**config.mk**
```make
export PLATFORM = sky130hd
export DESIGN_NAME = timer_capture_compare_unit
export DESIGN_NICKNAME = d
export VERILOG_FILES = /design/src/tcc_pkg.sv /design/src/timer_capture_compare_unit.sv
export SDC_FILE = /design/constraint.sdc
export NUM_CORES = 1
export LEC_CHECK = 0
export BUFFER_PORTS_ARGS = -buffer_cell sky130_fd_sc_hd__buf_2
export CORE_ASPECT_RATIO = 2
export CORE_MARGIN = 2
export CORE_UTILIZATION = 53
export DETAILED_ROUTE_END_ITERATION = 8
export PLACE_DENSITY = 0.84
export SLEW_MARGIN = 10
export SYNTH_ARGS = -nofsm -noshare
export SYNTH_HDL_FRONTEND = slang
export SYNTH_SLANG_ARGS = --single-unit
export TNS_END_PERCENT = 10
```
**constraint.sdc**
```tcl
create_clock -name clk -period 2.3 [get_ports clk]
set_clock_uncertainty 0.05 [all_clocks]
set_input_delay 0.23 -clock clk [delete_from_list [all_inputs] [get_ports clk]]
set_output_delay 0.23 -clock clk [all_outputs]
set_load 0.02 [all_outputs]
```
**src/tcc_pkg.sv**
```systemverilog
// Package of the capture/compare unit: register offsets, bit fields, reset values.
// Assumes a 32-bit APB with byte addresses; each 8-bit register sits in the low byte of a word.
package tcc_pkg;
  // ----------------------------------------------------------------
  // Register byte offsets
  // ----------------------------------------------------------------
  localparam logic [7:0] OFS_CTRL_TWO = 8'h00;
  localparam logic [7:0] OFS_CTRL_ONE = 8'h04;
  localparam logic [7:0] OFS_FLAGS = 8'h08;
  localparam logic [7:0] OFS_CAP1_HI = 8'h0C;
  localparam logic [7:0] OFS_CAP1_LO = 8'h10;
  localparam logic [7:0] OFS_CMP1_HI = 8'h14;
  localparam logic [7:0] OFS_CMP1_LO = 8'h18;
  localparam logic [7:0] OFS_CAP2_HI = 8'h1C;
  localparam logic [7:0] OFS_CAP2_LO = 8'h20;
  localparam logic [7:0] OFS_CMP2_HI = 8'h24;
  localparam logic [7:0] OFS_CMP2_LO = 8'h28;
  localparam logic [7:0] OFS_CNT_HI = 8'h2C;
  localparam logic [7:0] OFS_CNT_LO = 8'h30;
  localparam logic [7:0] OFS_ALT_HI = 8'h34;
  localparam logic [7:0] OFS_ALT_LO = 8'h38;
  localparam logic [7:0] OFS_FORCE = 8'h3C;
  // ----------------------------------------------------------------
  // Control register one fields
  // ----------------------------------------------------------------
  localparam int C1_CAP_IE = 7;
  localparam int C1_CMP_IE = 6;
  localparam int C1_OVF_IE = 5;
  localparam int C1_EDGE2 = 3;
  localparam int C1_LEVEL2 = 2;
  localparam int C1_EDGE1 = 1;
  localparam int C1_LEVEL1 = 0;
  // ----------------------------------------------------------------
  // Control register two fields
  // ----------------------------------------------------------------
  localparam int C2_PIN_EN1 = 7;
  localparam int C2_PIN_EN2 = 6;
  localparam int C2_OPM = 5;
  localparam int C2_PWM = 4;
  localparam int C2_CLKSEL_LO = 2;
  localparam int C2_EXT_EDGE = 1;
  // ----------------------------------------------------------------
  // Flag register fields
  // ----------------------------------------------------------------
  localparam int F_CAP1 = 7;
  localparam int F_CMP1 = 6;
  localparam int F_OVF = 5;
  localparam int F_CAP2 = 4;
  localparam int F_CMP2 = 3;
  // ----------------------------------------------------------------
  // Clock selections and reset values
  // ----------------------------------------------------------------
  typedef enum logic [1:0] {
    CLK_DIV2 = 2'h0,
    CLK_DIV4 = 2'h1,
    CLK_DIV8 = 2'h2,
    CLK_EXT = 2'h3
  } clk_sel_type;
  localparam logic [15:0] CMP_RESET = 16'h8000;
  localparam logic [15:0] CNT_RELOAD = 16'hFFFC;
  localparam logic [15:0] CNT_TOP = 16'hFFFF;
  localparam logic [7:0] CTRL_RESET = 8'h00;
endpackage

```
**src/timer_capture_compare_unit.sv**
```systemverilog
// Two capture and two compare channels of a 16-bit timer with its free-running counter.
// Assumes an APB master on clk, synchronous pins, and the CPU global mask as a level input.
//
// Contract
// - Two 16-bit captures latch counter on edge.
// - Capture values are read-only to software.
// - Per-channel edge select picks rising/falling.
// - Capture sets flag; interrupt gated by enable/mask.
// - Capture flag clears: status read, then low access.
// - High byte read blocks capture until low read.
// - Capture register holds most recent capture.
// - One capture interrupt enable for both channels.
// - One-pulse/PWM: only capture channel 2 works.
// - Pins always feed capture; high read disables.
// - Counter ticks at clk/2,/4,/8 or on external pin edge per select.
// - Both compare registers checked every timer tick.
// - Compare registers software-only; reset 8000h.
// - Match sets flag, drives level, interrupt gated.
// - Compare pin latches low during reset.
// - Compare flag clears: status read, then low access.
// - High byte write inhibits compare until low.
// - Pin disabled: no level, interrupt still possible.
// - Div2 matches at value; others value plus one.
// - Force copies level, no flag, no interrupt.
// - Force ignored in one-pulse or PWM mode.
// - Overflow flag set on FFFFh to 0000h wrap.
// - Counter low write reloads counter with FFFCh.
`timescale 1ns/1ps
`default_nettype none
module timer_capture_compare_unit (
  // Clock and reset
  input wire logic clk,
  input wire logic rst,
  // APB slave
  input wire logic psel,
  input wire logic penable,
  input wire logic pwrite,
  input wire logic [7:0] paddr,
  input wire logic [31:0] pwdata,
  output logic [31:0] prdata,
  output logic pready,
  output logic pslverr,
  // Pins
  input wire logic [1:0] capture_input_pin,
  input wire logic ext_clock_pin,
  output logic [1:0] compare_output_pin,
  output logic [1:0] compare_pin_enable,
  // Interrupt request and CPU global mask
  input wire logic cpu_irq_mask,
  output logic timer_irq
);
  logic [7:0] ctrl_one_reg;
  logic [7:0] ctrl_two_reg;
  logic [15:0] counter_reg;
  logic [2:0] presc_reg;
  logic [1:0] ext_sync_reg;
  logic ext_prev_reg;
  logic tick_d_reg;
  logic [1:0] cap_s1_reg;
  logic [1:0] cap_s2_reg;
  logic [1:0] cap_prev_reg;
  logic [15:0] capture_value_reg [2];
  logic [15:0] compare_value_reg [2];
  logic [1:0] cap_block_reg;
  logic [1:0] cmp_inhibit_reg;
  logic [1:0] capture_flag_reg;
  logic [1:0] compare_flag_reg;
  logic overflow_flag_reg;
  logic [1:0] cap_arm_reg;
  logic [1:0] cmp_arm_reg;
  logic ovf_arm_reg;
  logic [7:0] lo_buf_reg;
  logic lo_buf_valid_reg;
  logic [1:0] pin_reg;
  logic [31:0] prdata_reg;
  logic [31:0] prdata_next;
  logic setup;
  logic access;
  logic wr;
  logic rd;
  logic mapped;
  logic mode_active;
  logic tick;
  logic ext_edge;
  logic [1:0] edge_sel;
  logic [1:0] level;
  logic [1:0] pin_en;
  logic [1:0] cap_evt;
  logic [1:0] cmp_match;
  logic [1:0] cap_lo_acc;
  logic [1:0] cap_hi_rd;
  logic [1:0] cmp_lo_acc;
  logic [1:0] cmp_hi_wr;
  logic [1:0] cmp_lo_wr;
  logic flags_rd;
  logic force_wr;
  logic cnt_lo_wr;
  // ----------------------------------------------------------------
  // APB decode
  // ----------------------------------------------------------------
  assign setup = psel & ~penable;
  assign access = psel & penable;
  assign wr = access & pwrite;
  assign rd = access & ~pwrite;
  assign pready = 1'b1;
  assign mode_active = ctrl_two_reg[tcc_pkg::C2_OPM] | ctrl_two_reg[tcc_pkg::C2_PWM];
  assign edge_sel = {ctrl_one_reg[tcc_pkg::C1_EDGE2], ctrl_one_reg[tcc_pkg::C1_EDGE1]};
  assign level = {ctrl_one_reg[tcc_pkg::C1_LEVEL2], ctrl_one_reg[tcc_pkg::C1_LEVEL1]};
  assign pin_en = {ctrl_two_reg[tcc_pkg::C2_PIN_EN2], ctrl_two_reg[tcc_pkg::C2_PIN_EN1]};
  assign flags_rd = rd & (paddr == tcc_pkg::OFS_FLAGS);
  assign force_wr = wr & (paddr == tcc_pkg::OFS_FORCE);
  assign cnt_lo_wr = wr & ((paddr == tcc_pkg::OFS_CNT_LO) | (paddr == tcc_pkg::OFS_ALT_LO));
  assign cap_lo_acc = {access & (paddr == tcc_pkg::OFS_CAP2_LO), access & (paddr == tcc_pkg::OFS_CAP1_LO)};
  assign cap_hi_rd = {rd & (paddr == tcc_pkg::OFS_CAP2_HI), rd & (paddr == tcc_pkg::OFS_CAP1_HI)};
  assign cmp_lo_acc = {access & (paddr == tcc_pkg::OFS_CMP2_LO), access & (paddr == tcc_pkg::OFS_CMP1_LO)};
  assign cmp_hi_wr = {wr & (paddr == tcc_pkg::OFS_CMP2_HI), wr & (paddr == tcc_pkg::OFS_CMP1_HI)};
  assign cmp_lo_wr = {wr & (paddr == tcc_pkg::OFS_CMP2_LO), wr & (paddr == tcc_pkg::OFS_CMP1_LO)};
  assign mapped = (paddr[1:0] == 2'h0) && (paddr <= tcc_pkg::OFS_FORCE);
  assign pslverr = access & ~mapped;
  assign prdata = prdata_reg;
  always_comb begin
    prdata_next = 32'h0000_0000;
    case (paddr)
      tcc_pkg::OFS_CTRL_TWO: prdata_next[7:0] = ctrl_two_reg;
      tcc_pkg::OFS_CTRL_ONE: prdata_next[7:0] = ctrl_one_reg;
      tcc_pkg::OFS_FLAGS: begin
        prdata_next[tcc_pkg::F_CAP1] = capture_flag_reg[0];
        prdata_next[tcc_pkg::F_CMP1] = compare_flag_reg[0];
        prdata_next[tcc_pkg::F_OVF] = overflow_flag_reg;
        prdata_next[tcc_pkg::F_CAP2] = capture_flag_reg[1];
        prdata_next[tcc_pkg::F_CMP2] = compare_flag_reg[1];
      end
      tcc_pkg::OFS_CAP1_HI: prdata_next[7:0] = capture_value_reg[0][15:8];
      tcc_pkg::OFS_CAP1_LO: prdata_next[7:0] = capture_value_reg[0][7:0];
      tcc_pkg::OFS_CAP2_HI: prdata_next[7:0] = capture_value_reg[1][15:8];
      tcc_pkg::OFS_CAP2_LO: prdata_next[7:0] = capture_value_reg[1][7:0];
      tcc_pkg::OFS_CMP1_HI: prdata_next[7:0] = compare_value_reg[0][15:8];
      tcc_pkg::OFS_CMP1_LO: prdata_next[7:0] = compare_value_reg[0][7:0];
      tcc_pkg::OFS_CMP2_HI: prdata_next[7:0] = compare_value_reg[1][15:8];
      tcc_pkg::OFS_CMP2_LO: prdata_next[7:0] = compare_value_reg[1][7:0];
      tcc_pkg::OFS_CNT_HI, tcc_pkg::OFS_ALT_HI: prdata_next[7:0] = counter_reg[15:8];
      tcc_pkg::OFS_CNT_LO, tcc_pkg::OFS_ALT_LO: prdata_next[7:0] = lo_buf_valid_reg ? lo_buf_reg : counter_reg[7:0];
      default: prdata_next = 32'h0000_0000;
    endcase
  end
  // Read data is prepared in the setup cycle and stands through the access cycle.
  always_ff @(posedge clk) begin
    if (rst) begin
      prdata_reg <= 32'h0000_0000;
    end else if (setup) begin
      prdata_reg <= prdata_next;
    end
  end

  // ----------------------------------------------------------------
  // Control registers
  // ----------------------------------------------------------------
  always_ff @(posedge clk) begin
    if (rst) begin
      ctrl_one_reg <= tcc_pkg::CTRL_RESET;
      ctrl_two_reg <= tcc_pkg::CTRL_RESET;
    end else begin
      if (wr && paddr == tcc_pkg::OFS_CTRL_ONE) begin
        ctrl_one_reg <= pwdata[7:0];
      end
      if (wr && paddr == tcc_pkg::OFS_CTRL_TWO) begin
        ctrl_two_reg <= pwdata[7:0];
      end
    end
  end

  // ----------------------------------------------------------------
  // Prescaler and free-running counter
  // ----------------------------------------------------------------
  assign ext_edge = ctrl_two_reg[tcc_pkg::C2_EXT_EDGE] ? (ext_sync_reg[1] & ~ext_prev_reg)
                                                       : (~ext_sync_reg[1] & ext_prev_reg);

  always_comb begin
    case (tcc_pkg::clk_sel_type'(ctrl_two_reg[tcc_pkg::C2_CLKSEL_LO +: 2]))
      tcc_pkg::CLK_DIV2: tick = presc_reg[0];
      tcc_pkg::CLK_DIV4: tick = &presc_reg[1:0];
      tcc_pkg::CLK_DIV8: tick = &presc_reg;
      tcc_pkg::CLK_EXT: tick = ext_edge;
      default: tick = 1'b0;
    endcase
  end

  always_ff @(posedge clk) begin
    if (rst) begin
      presc_reg <= 3'h0;
      ext_sync_reg <= 2'h0;
      ext_prev_reg <= 1'b0;
      tick_d_reg <= 1'b0;
    end else begin
      presc_reg <= presc_reg + 3'h1;
      ext_sync_reg <= {ext_sync_reg[0], ext_clock_pin};
      ext_prev_reg <= ext_sync_reg[1];
      tick_d_reg <= tick & ~cnt_lo_wr;
    end
  end

  always_ff @(posedge clk) begin
    if (rst) begin
      counter_reg <= tcc_pkg::CNT_RELOAD;
    end else if (cnt_lo_wr) begin
      counter_reg <= tcc_pkg::CNT_RELOAD;
    end else if (tick) begin
      counter_reg <= counter_reg + 16'h0001;
    end
  end
  // Reading the counter high byte freezes the low byte until it is read.
  always_ff @(posedge clk) begin
    if (rst) begin
      lo_buf_reg <= 8'h00;
      lo_buf_valid_reg <= 1'b0;
    end else if (rd && (paddr == tcc_pkg::OFS_CNT_HI || paddr == tcc_pkg::OFS_ALT_HI)) begin
      if (!lo_buf_valid_reg) begin
        lo_buf_reg <= counter_reg[7:0];
      end
      lo_buf_valid_reg <= 1'b1;
    end else if (rd && (paddr == tcc_pkg::OFS_CNT_LO || paddr == tcc_pkg::OFS_ALT_LO)) begin
      lo_buf_valid_reg <= 1'b0;
    end
  end
  // Overflow flag: set wins over the two-step clear, which only the counter low byte does.
  always_ff @(posedge clk) begin
    if (rst) begin
      overflow_flag_reg <= 1'b0;
      ovf_arm_reg <= 1'b0;
    end else begin
      if (tick && !cnt_lo_wr && counter_reg == tcc_pkg::CNT_TOP) begin
        overflow_flag_reg <= 1'b1;
      end else if (ovf_arm_reg && access && paddr == tcc_pkg::OFS_CNT_LO) begin
        overflow_flag_reg <= 1'b0;
      end
      if (flags_rd) begin
        ovf_arm_reg <= overflow_flag_reg;
      end else if (access && paddr == tcc_pkg::OFS_CNT_LO) begin
        ovf_arm_reg <= 1'b0;
      end
    end
  end
  // ----------------------------------------------------------------
  // Capture and compare channels
  // ----------------------------------------------------------------
  for (genvar i = 0; i < 2; i++) begin : g_chan
    logic [15:0] target;
    assign cap_evt[i] = (edge_sel[i] ? (cap_s2_reg[i] & ~cap_prev_reg[i])
                                     : (~cap_s2_reg[i] & cap_prev_reg[i]))
                        & ~cap_block_reg[i] & ~(mode_active && i == 0);
    assign target = (ctrl_two_reg[tcc_pkg::C2_CLKSEL_LO +: 2] == tcc_pkg::CLK_DIV2)
                    ? compare_value_reg[i] : compare_value_reg[i] + 16'h0001;
    assign cmp_match[i] = tick_d_reg & ~cmp_inhibit_reg[i] & (counter_reg == target);
    always_ff @(posedge clk) begin
      if (rst) begin
        cap_s1_reg[i] <= 1'b0;
        cap_s2_reg[i] <= 1'b0;
        cap_prev_reg[i] <= 1'b0;
      end else begin
        cap_s1_reg[i] <= capture_input_pin[i];
        cap_s2_reg[i] <= cap_s1_reg[i];
        cap_prev_reg[i] <= cap_s2_reg[i];
      end
    end
    // Capture value: only hardware writes it; the newest event overwrites the older one.
    always_ff @(posedge clk) begin
      if (rst) begin
        capture_value_reg[i] <= 16'h0000;
      end else if (cap_evt[i]) begin
        capture_value_reg[i] <= counter_reg;
      end
    end

    always_ff @(posedge clk) begin
      if (rst) begin
        cap_block_reg[i] <= 1'b0;
      end else if (cap_hi_rd[i]) begin
        cap_block_reg[i] <= 1'b1;
      end else if (cap_lo_acc[i] && !pwrite) begin
        cap_block_reg[i] <= 1'b0;
      end
    end

    always_ff @(posedge clk) begin
      if (rst) begin
        capture_flag_reg[i] <= 1'b0;
        cap_arm_reg[i] <= 1'b0;
      end else begin
        if (cap_evt[i]) begin
          capture_flag_reg[i] <= 1'b1;
        end else if (cap_arm_reg[i] && cap_lo_acc[i]) begin
          capture_flag_reg[i] <= 1'b0;
        end
        if (flags_rd) begin
          cap_arm_reg[i] <= capture_flag_reg[i];
        end else if (cap_lo_acc[i]) begin
          cap_arm_reg[i] <= 1'b0;
        end
      end
    end

    always_ff @(posedge clk) begin
      if (rst) begin
        compare_value_reg[i] <= tcc_pkg::CMP_RESET;
      end else if (cmp_hi_wr[i]) begin
        compare_value_reg[i][15:8] <= pwdata[7:0];
      end else if (cmp_lo_wr[i]) begin
        compare_value_reg[i][7:0] <= pwdata[7:0];
      end
    end

    always_ff @(posedge clk) begin
      if (rst) begin
        cmp_inhibit_reg[i] <= 1'b0;
      end else if (cmp_hi_wr[i]) begin
        cmp_inhibit_reg[i] <= 1'b1;
      end else if (cmp_lo_wr[i]) begin
        cmp_inhibit_reg[i] <= 1'b0;
      end
    end

    always_ff @(posedge clk) begin
      if (rst) begin
        compare_flag_reg[i] <= 1'b0;
        cmp_arm_reg[i] <= 1'b0;
      end else begin
        if (cmp_match[i]) begin
          compare_flag_reg[i] <= 1'b1;
        end else if (cmp_arm_reg[i] && cmp_lo_acc[i]) begin
          compare_flag_reg[i] <= 1'b0;
        end
        if (flags_rd) begin
          cmp_arm_reg[i] <= compare_flag_reg[i];
        end else if (cmp_lo_acc[i]) begin
          cmp_arm_reg[i] <= 1'b0;
        end
      end
    end
    // Pin latch: a match with the pin enabled, or a force outside one-pulse/PWM mode, copies the level; a force leaves the flag alone.
    always_ff @(posedge clk) begin
      if (rst) begin
        pin_reg[i] <= 1'b0;
      end else if (cmp_match[i] && pin_en[i]) begin
        pin_reg[i] <= level[i];
      end else if (force_wr && pwdata[i] && !mode_active) begin
        pin_reg[i] <= level[i];
      end
    end
  end
  assign compare_output_pin = pin_reg;
  assign compare_pin_enable = pin_en;

  // ----------------------------------------------------------------
  // Interrupt request
  // ----------------------------------------------------------------
  assign timer_irq = ~cpu_irq_mask & (
    (ctrl_one_reg[tcc_pkg::C1_CAP_IE] & (|capture_flag_reg)) |
    (ctrl_one_reg[tcc_pkg::C1_CMP_IE] & (|compare_flag_reg)) |
    (ctrl_one_reg[tcc_pkg::C1_OVF_IE] & overflow_flag_reg));
endmodule
`default_nettype wire

```
==> flow_metrics.tcl <==
set metrics [dict create \
    syn_avg_cell_area_sq_um 9.249 \
    crit_path_top_delay_cell "or3_4" \
    nNetsFinal 1003 \
    cp_cell_sequence "buf_4 > buf_4 > mux4_2 > and2_4 > nand4_2 > or3_4 > or3_1 > nand3_1" \
    synthCells 827 \
    fmax_mhz 421.8 \
    clockPowerShare 0.445 \
    synth_compound_gate_area_share 0.1464 \
    final_cell_mix "107 x nand2_1, 107 x buf_4, 76 x dfxtp_1" \
    viasPerCell 6.295 \
    failed_checks "negative setup slack" \
    drc 0 \
    grt_pass1_vias 7107 \
    maxCapViolCount 0 \
    synthArstFlopShare 0 \
    start_util 0.5359 \
    dpl.cell_count 1111 \
    holdCritPathClass "in2reg" \
    power.density_nw_per_um2 628.2 \
    first_pass_iters 9 \
    p_sw_w 0.001581 \
    diodes 0 \
    ys_warn_count 0 \
    yosys.area_share.simple 0.2460 \
    ys_seq_elements 142 \
    htree_levels 4 \
    dpl_cell_area_sq_um 8597 \
    worstSetupPathType "reg2reg" \
    die_x_um 88.95 \
    clk_root_buffer_cell "clkbuf_16" \
    hpwlAfterDp_um 18870 \
    rsz0062_at_grt "true" \
    core_sq_um 14270 \
    fin_cells 1154 \
    arrival_ns 2.70 \
    cpMostUsedCell "buf_4" \
    crit_path_end_kind "flop" \
    outcome "complete, but fails checks" \
    gr-total-overflow 0 \
    gp_congestion 1.021 \
    hold_viol 0 \
    rows 62 \
    ios 88 \
    numCtsBuffers 17 \
    ctsLongestPathBuffers 2 \
    netlist-cell-type-count 72 \
    hold_depth 3 \
    timing.rr.start "ctrl_two_reg[3]" \
    crit_fanout 5 \
    post-route-period-util 1.031 \
    finalSetupViolCount 4 \
    finalWorstSetupSlack_ns -0.07102 \
    fillers 1104 \
    grt_first_pass_wirelength_um 39410 \
    synthAdderAreaFrac 0.008179 \
    muxShareOfSynthArea 0.03321 \
    grtUsageTotal 0.3484 \
    synth_top_family_by_area "simple AND/OR/NAND/NOR gates" \
    synth_edf_count 64 \
    period_needed_ns 2.371 \
    cts_tree "yes" \
    slew_headroom 0.5475 \
    yosysTopAreaCell "edfxtp_1" \
    p_seq_frac 0.472 \
    cpPeakStageDelay_ns 0.43 \
    startpoint_type "flop" \
    final.setup.tns_ns -0.1870 \
    cts.sinks 142 \
    flow.area_growth_from_synthesis_pct 22.35 \
    utilization 0.6556 \
    num_vias 7265 \
    power.leakage_nw 3.643 \
    seq_area_sq_um 3491 \
    drv_slew 0 \
    hold_ws_ns 0.06481 \
    clkLatencyLatePin_ns 0.44 \
    internal-power_w 0.004297 \
    synth_area_sq_um 7649 \
    clk_pin_slew_ns 0.07 \
    reg2regPathDepth 8 \
    antenna_found_initial 0 \
    synthFlopType "dfxtp_1" \
    grt_max_degree 30 \
    wl_per_cell_um 22.40 \
    reg2reg_slack_ns -0.07 \
    synth_top_area_share 0.2513 \
    design.die.area_sq_um 15470 \
    die_height_um 173.9 \
    required_ns 2.63 \
    tightest_slew_ns 0.6781 \
    synth-xor-area-share 0.05595 \
    multiInputGateArea_sq_um 3950 \
    ys_seq_area_frac 0.4554 \
    fin_area_sq_um 9358 \
    netSwitchingFraction 0.2689 \
    yosys-top-cells-area "edfxtp_1 25%, dfxtp_1 20%, nand2_1 5.3%, and2_1 4.0%, a22oi_1 3.7%" \
    portBuffers 38 \
    crit_start "ctrl_two_reg[3]" \
    combPwrFrac 0.083 \
    drive_gt1_frac 0.2256 \
    drt-total-wl_um 25850 \
    drtIter0Drc 1129 \
    ant_nets 0 \
    setup.worst_path.end "counter_reg[13]" \
    ir_drop_mv 0.6706 \
    timing.rr.end "counter_reg[13]" \
]
## per-stage QoR
step                      setup slack (ns)  total power [W]
after floorplan                    0.01408         0.003108
after global placement            -0.09395         0.003267
after detailed placement           -0.1462         0.003276
after CTS                         -0.08274         0.005851
after global routing               -0.1881         0.006014
final                             -0.07102         0.005878
## what timing repair did
| item | in CTS | in global routing |
|---|---|---|
| gates resized for setup | 14 | 10 |
| pin swaps | 7 | 8 |
| endpoints found under the setup margin | 19 | 8 |
| endpoints found under the hold margin | 3 | 0 |
| hold buffers | 3 | 0 |
| cloned | 0 | 0 |
| buffers inserted | 4 | 4 |
## area by class of cell
class / count / area share
clock inverters: 15 / 0.01391
inverters: 10 / 0.004011
repair buffers: 151 / 0.1158
clock buffers: 17 / 0.04546
well taps: 192 / 0.02567
multi-input cells: 627 / 0.4221
flip-flops and latches: 142 / 0.3730
## power by group through the flow
stage | combinational (W) | sequential, W | clock (W)
final | 0.000485 | 0.00278 | 0.00262
after detailed placement | 0.000449 | 0.00283 | 0
after CTS | 0.000461 | 0.00277 | 0.00262
after global routing | 0.000514 | 0.00278 | 0.00272
after floorplan | 0.000298 | 0.00281 | 0
after global placement | 0.000441 | 0.00283 | 0
## routing by layer
metal / global-route usage / routed length [um] / vias up
met5: 0 / 0 / -
met4: 0.2792 / 2676 / 0
met3: 0.07217 / 2151 / 172
met2: 0.5718 / 12790 / 518
met1: 0.3715 / 8232 / 3393
li1: - / - / 3182
## cell families (layout without fill, tap and decap cells)
group / count (synthesis) / count (layout)
flops: 142 / 142
fa+ha+maj: 5 / 5
buf+inv: 81 / 193
xor+xnor: 48 / 48
simple gates: 363 / 363
other cells: 2 / 25
mux: 24 / 24
compound gates: 162 / 162
## worst max-delay path, delay by kind of cell, from the launching register on
kind	cells	cell delay, ns
buffers and inverters	2	0.30
muxes	1	0.42
DFF	1	0.36
and+or+nand+nor	5	1.18
## Yosys cell counts, drive strengths merged (4+ instances only)
master / n
nand2: 107
nand3: 31
and2: 50
a211oi: 5
nor4: 17
xor2: 19
or3: 7
mux2i: 22
nor2: 61
o211ai: 8
ha: 5
a22oi: 38
nor2b: 14
o21ai: 17
and3: 21
inv: 10
a31o: 5
clkbuf: 37
xnor2: 29
dfxtp: 78
nand2b: 7
edfxtp: 64
nor3: 15
a2bb2oi: 4
a21oi: 50
nand4: 16
a221oi: 4
buf: 34
a31oi: 4
nand3b: 4
## worst min path at each step
stage | endpoint | from | slack [ns]
global route | ctrl_two_reg[7] | pwdata[7] | 0.07
finish | ctrl_two_reg[0] | pwdata[0] | 0.06
CTS | ctrl_two_reg[2] | pwdata[2] | 0.05
detailed placement | cap_s2_reg[1] | cap_s1_reg[1] | 0.38
floorplan | cap_s1_reg[0] | capture_input_pin[0] | 0.31
global placement | cap_s2_reg[1] | cap_s1_reg[1] | 0.37
Power figures use the tool's default switching activity.
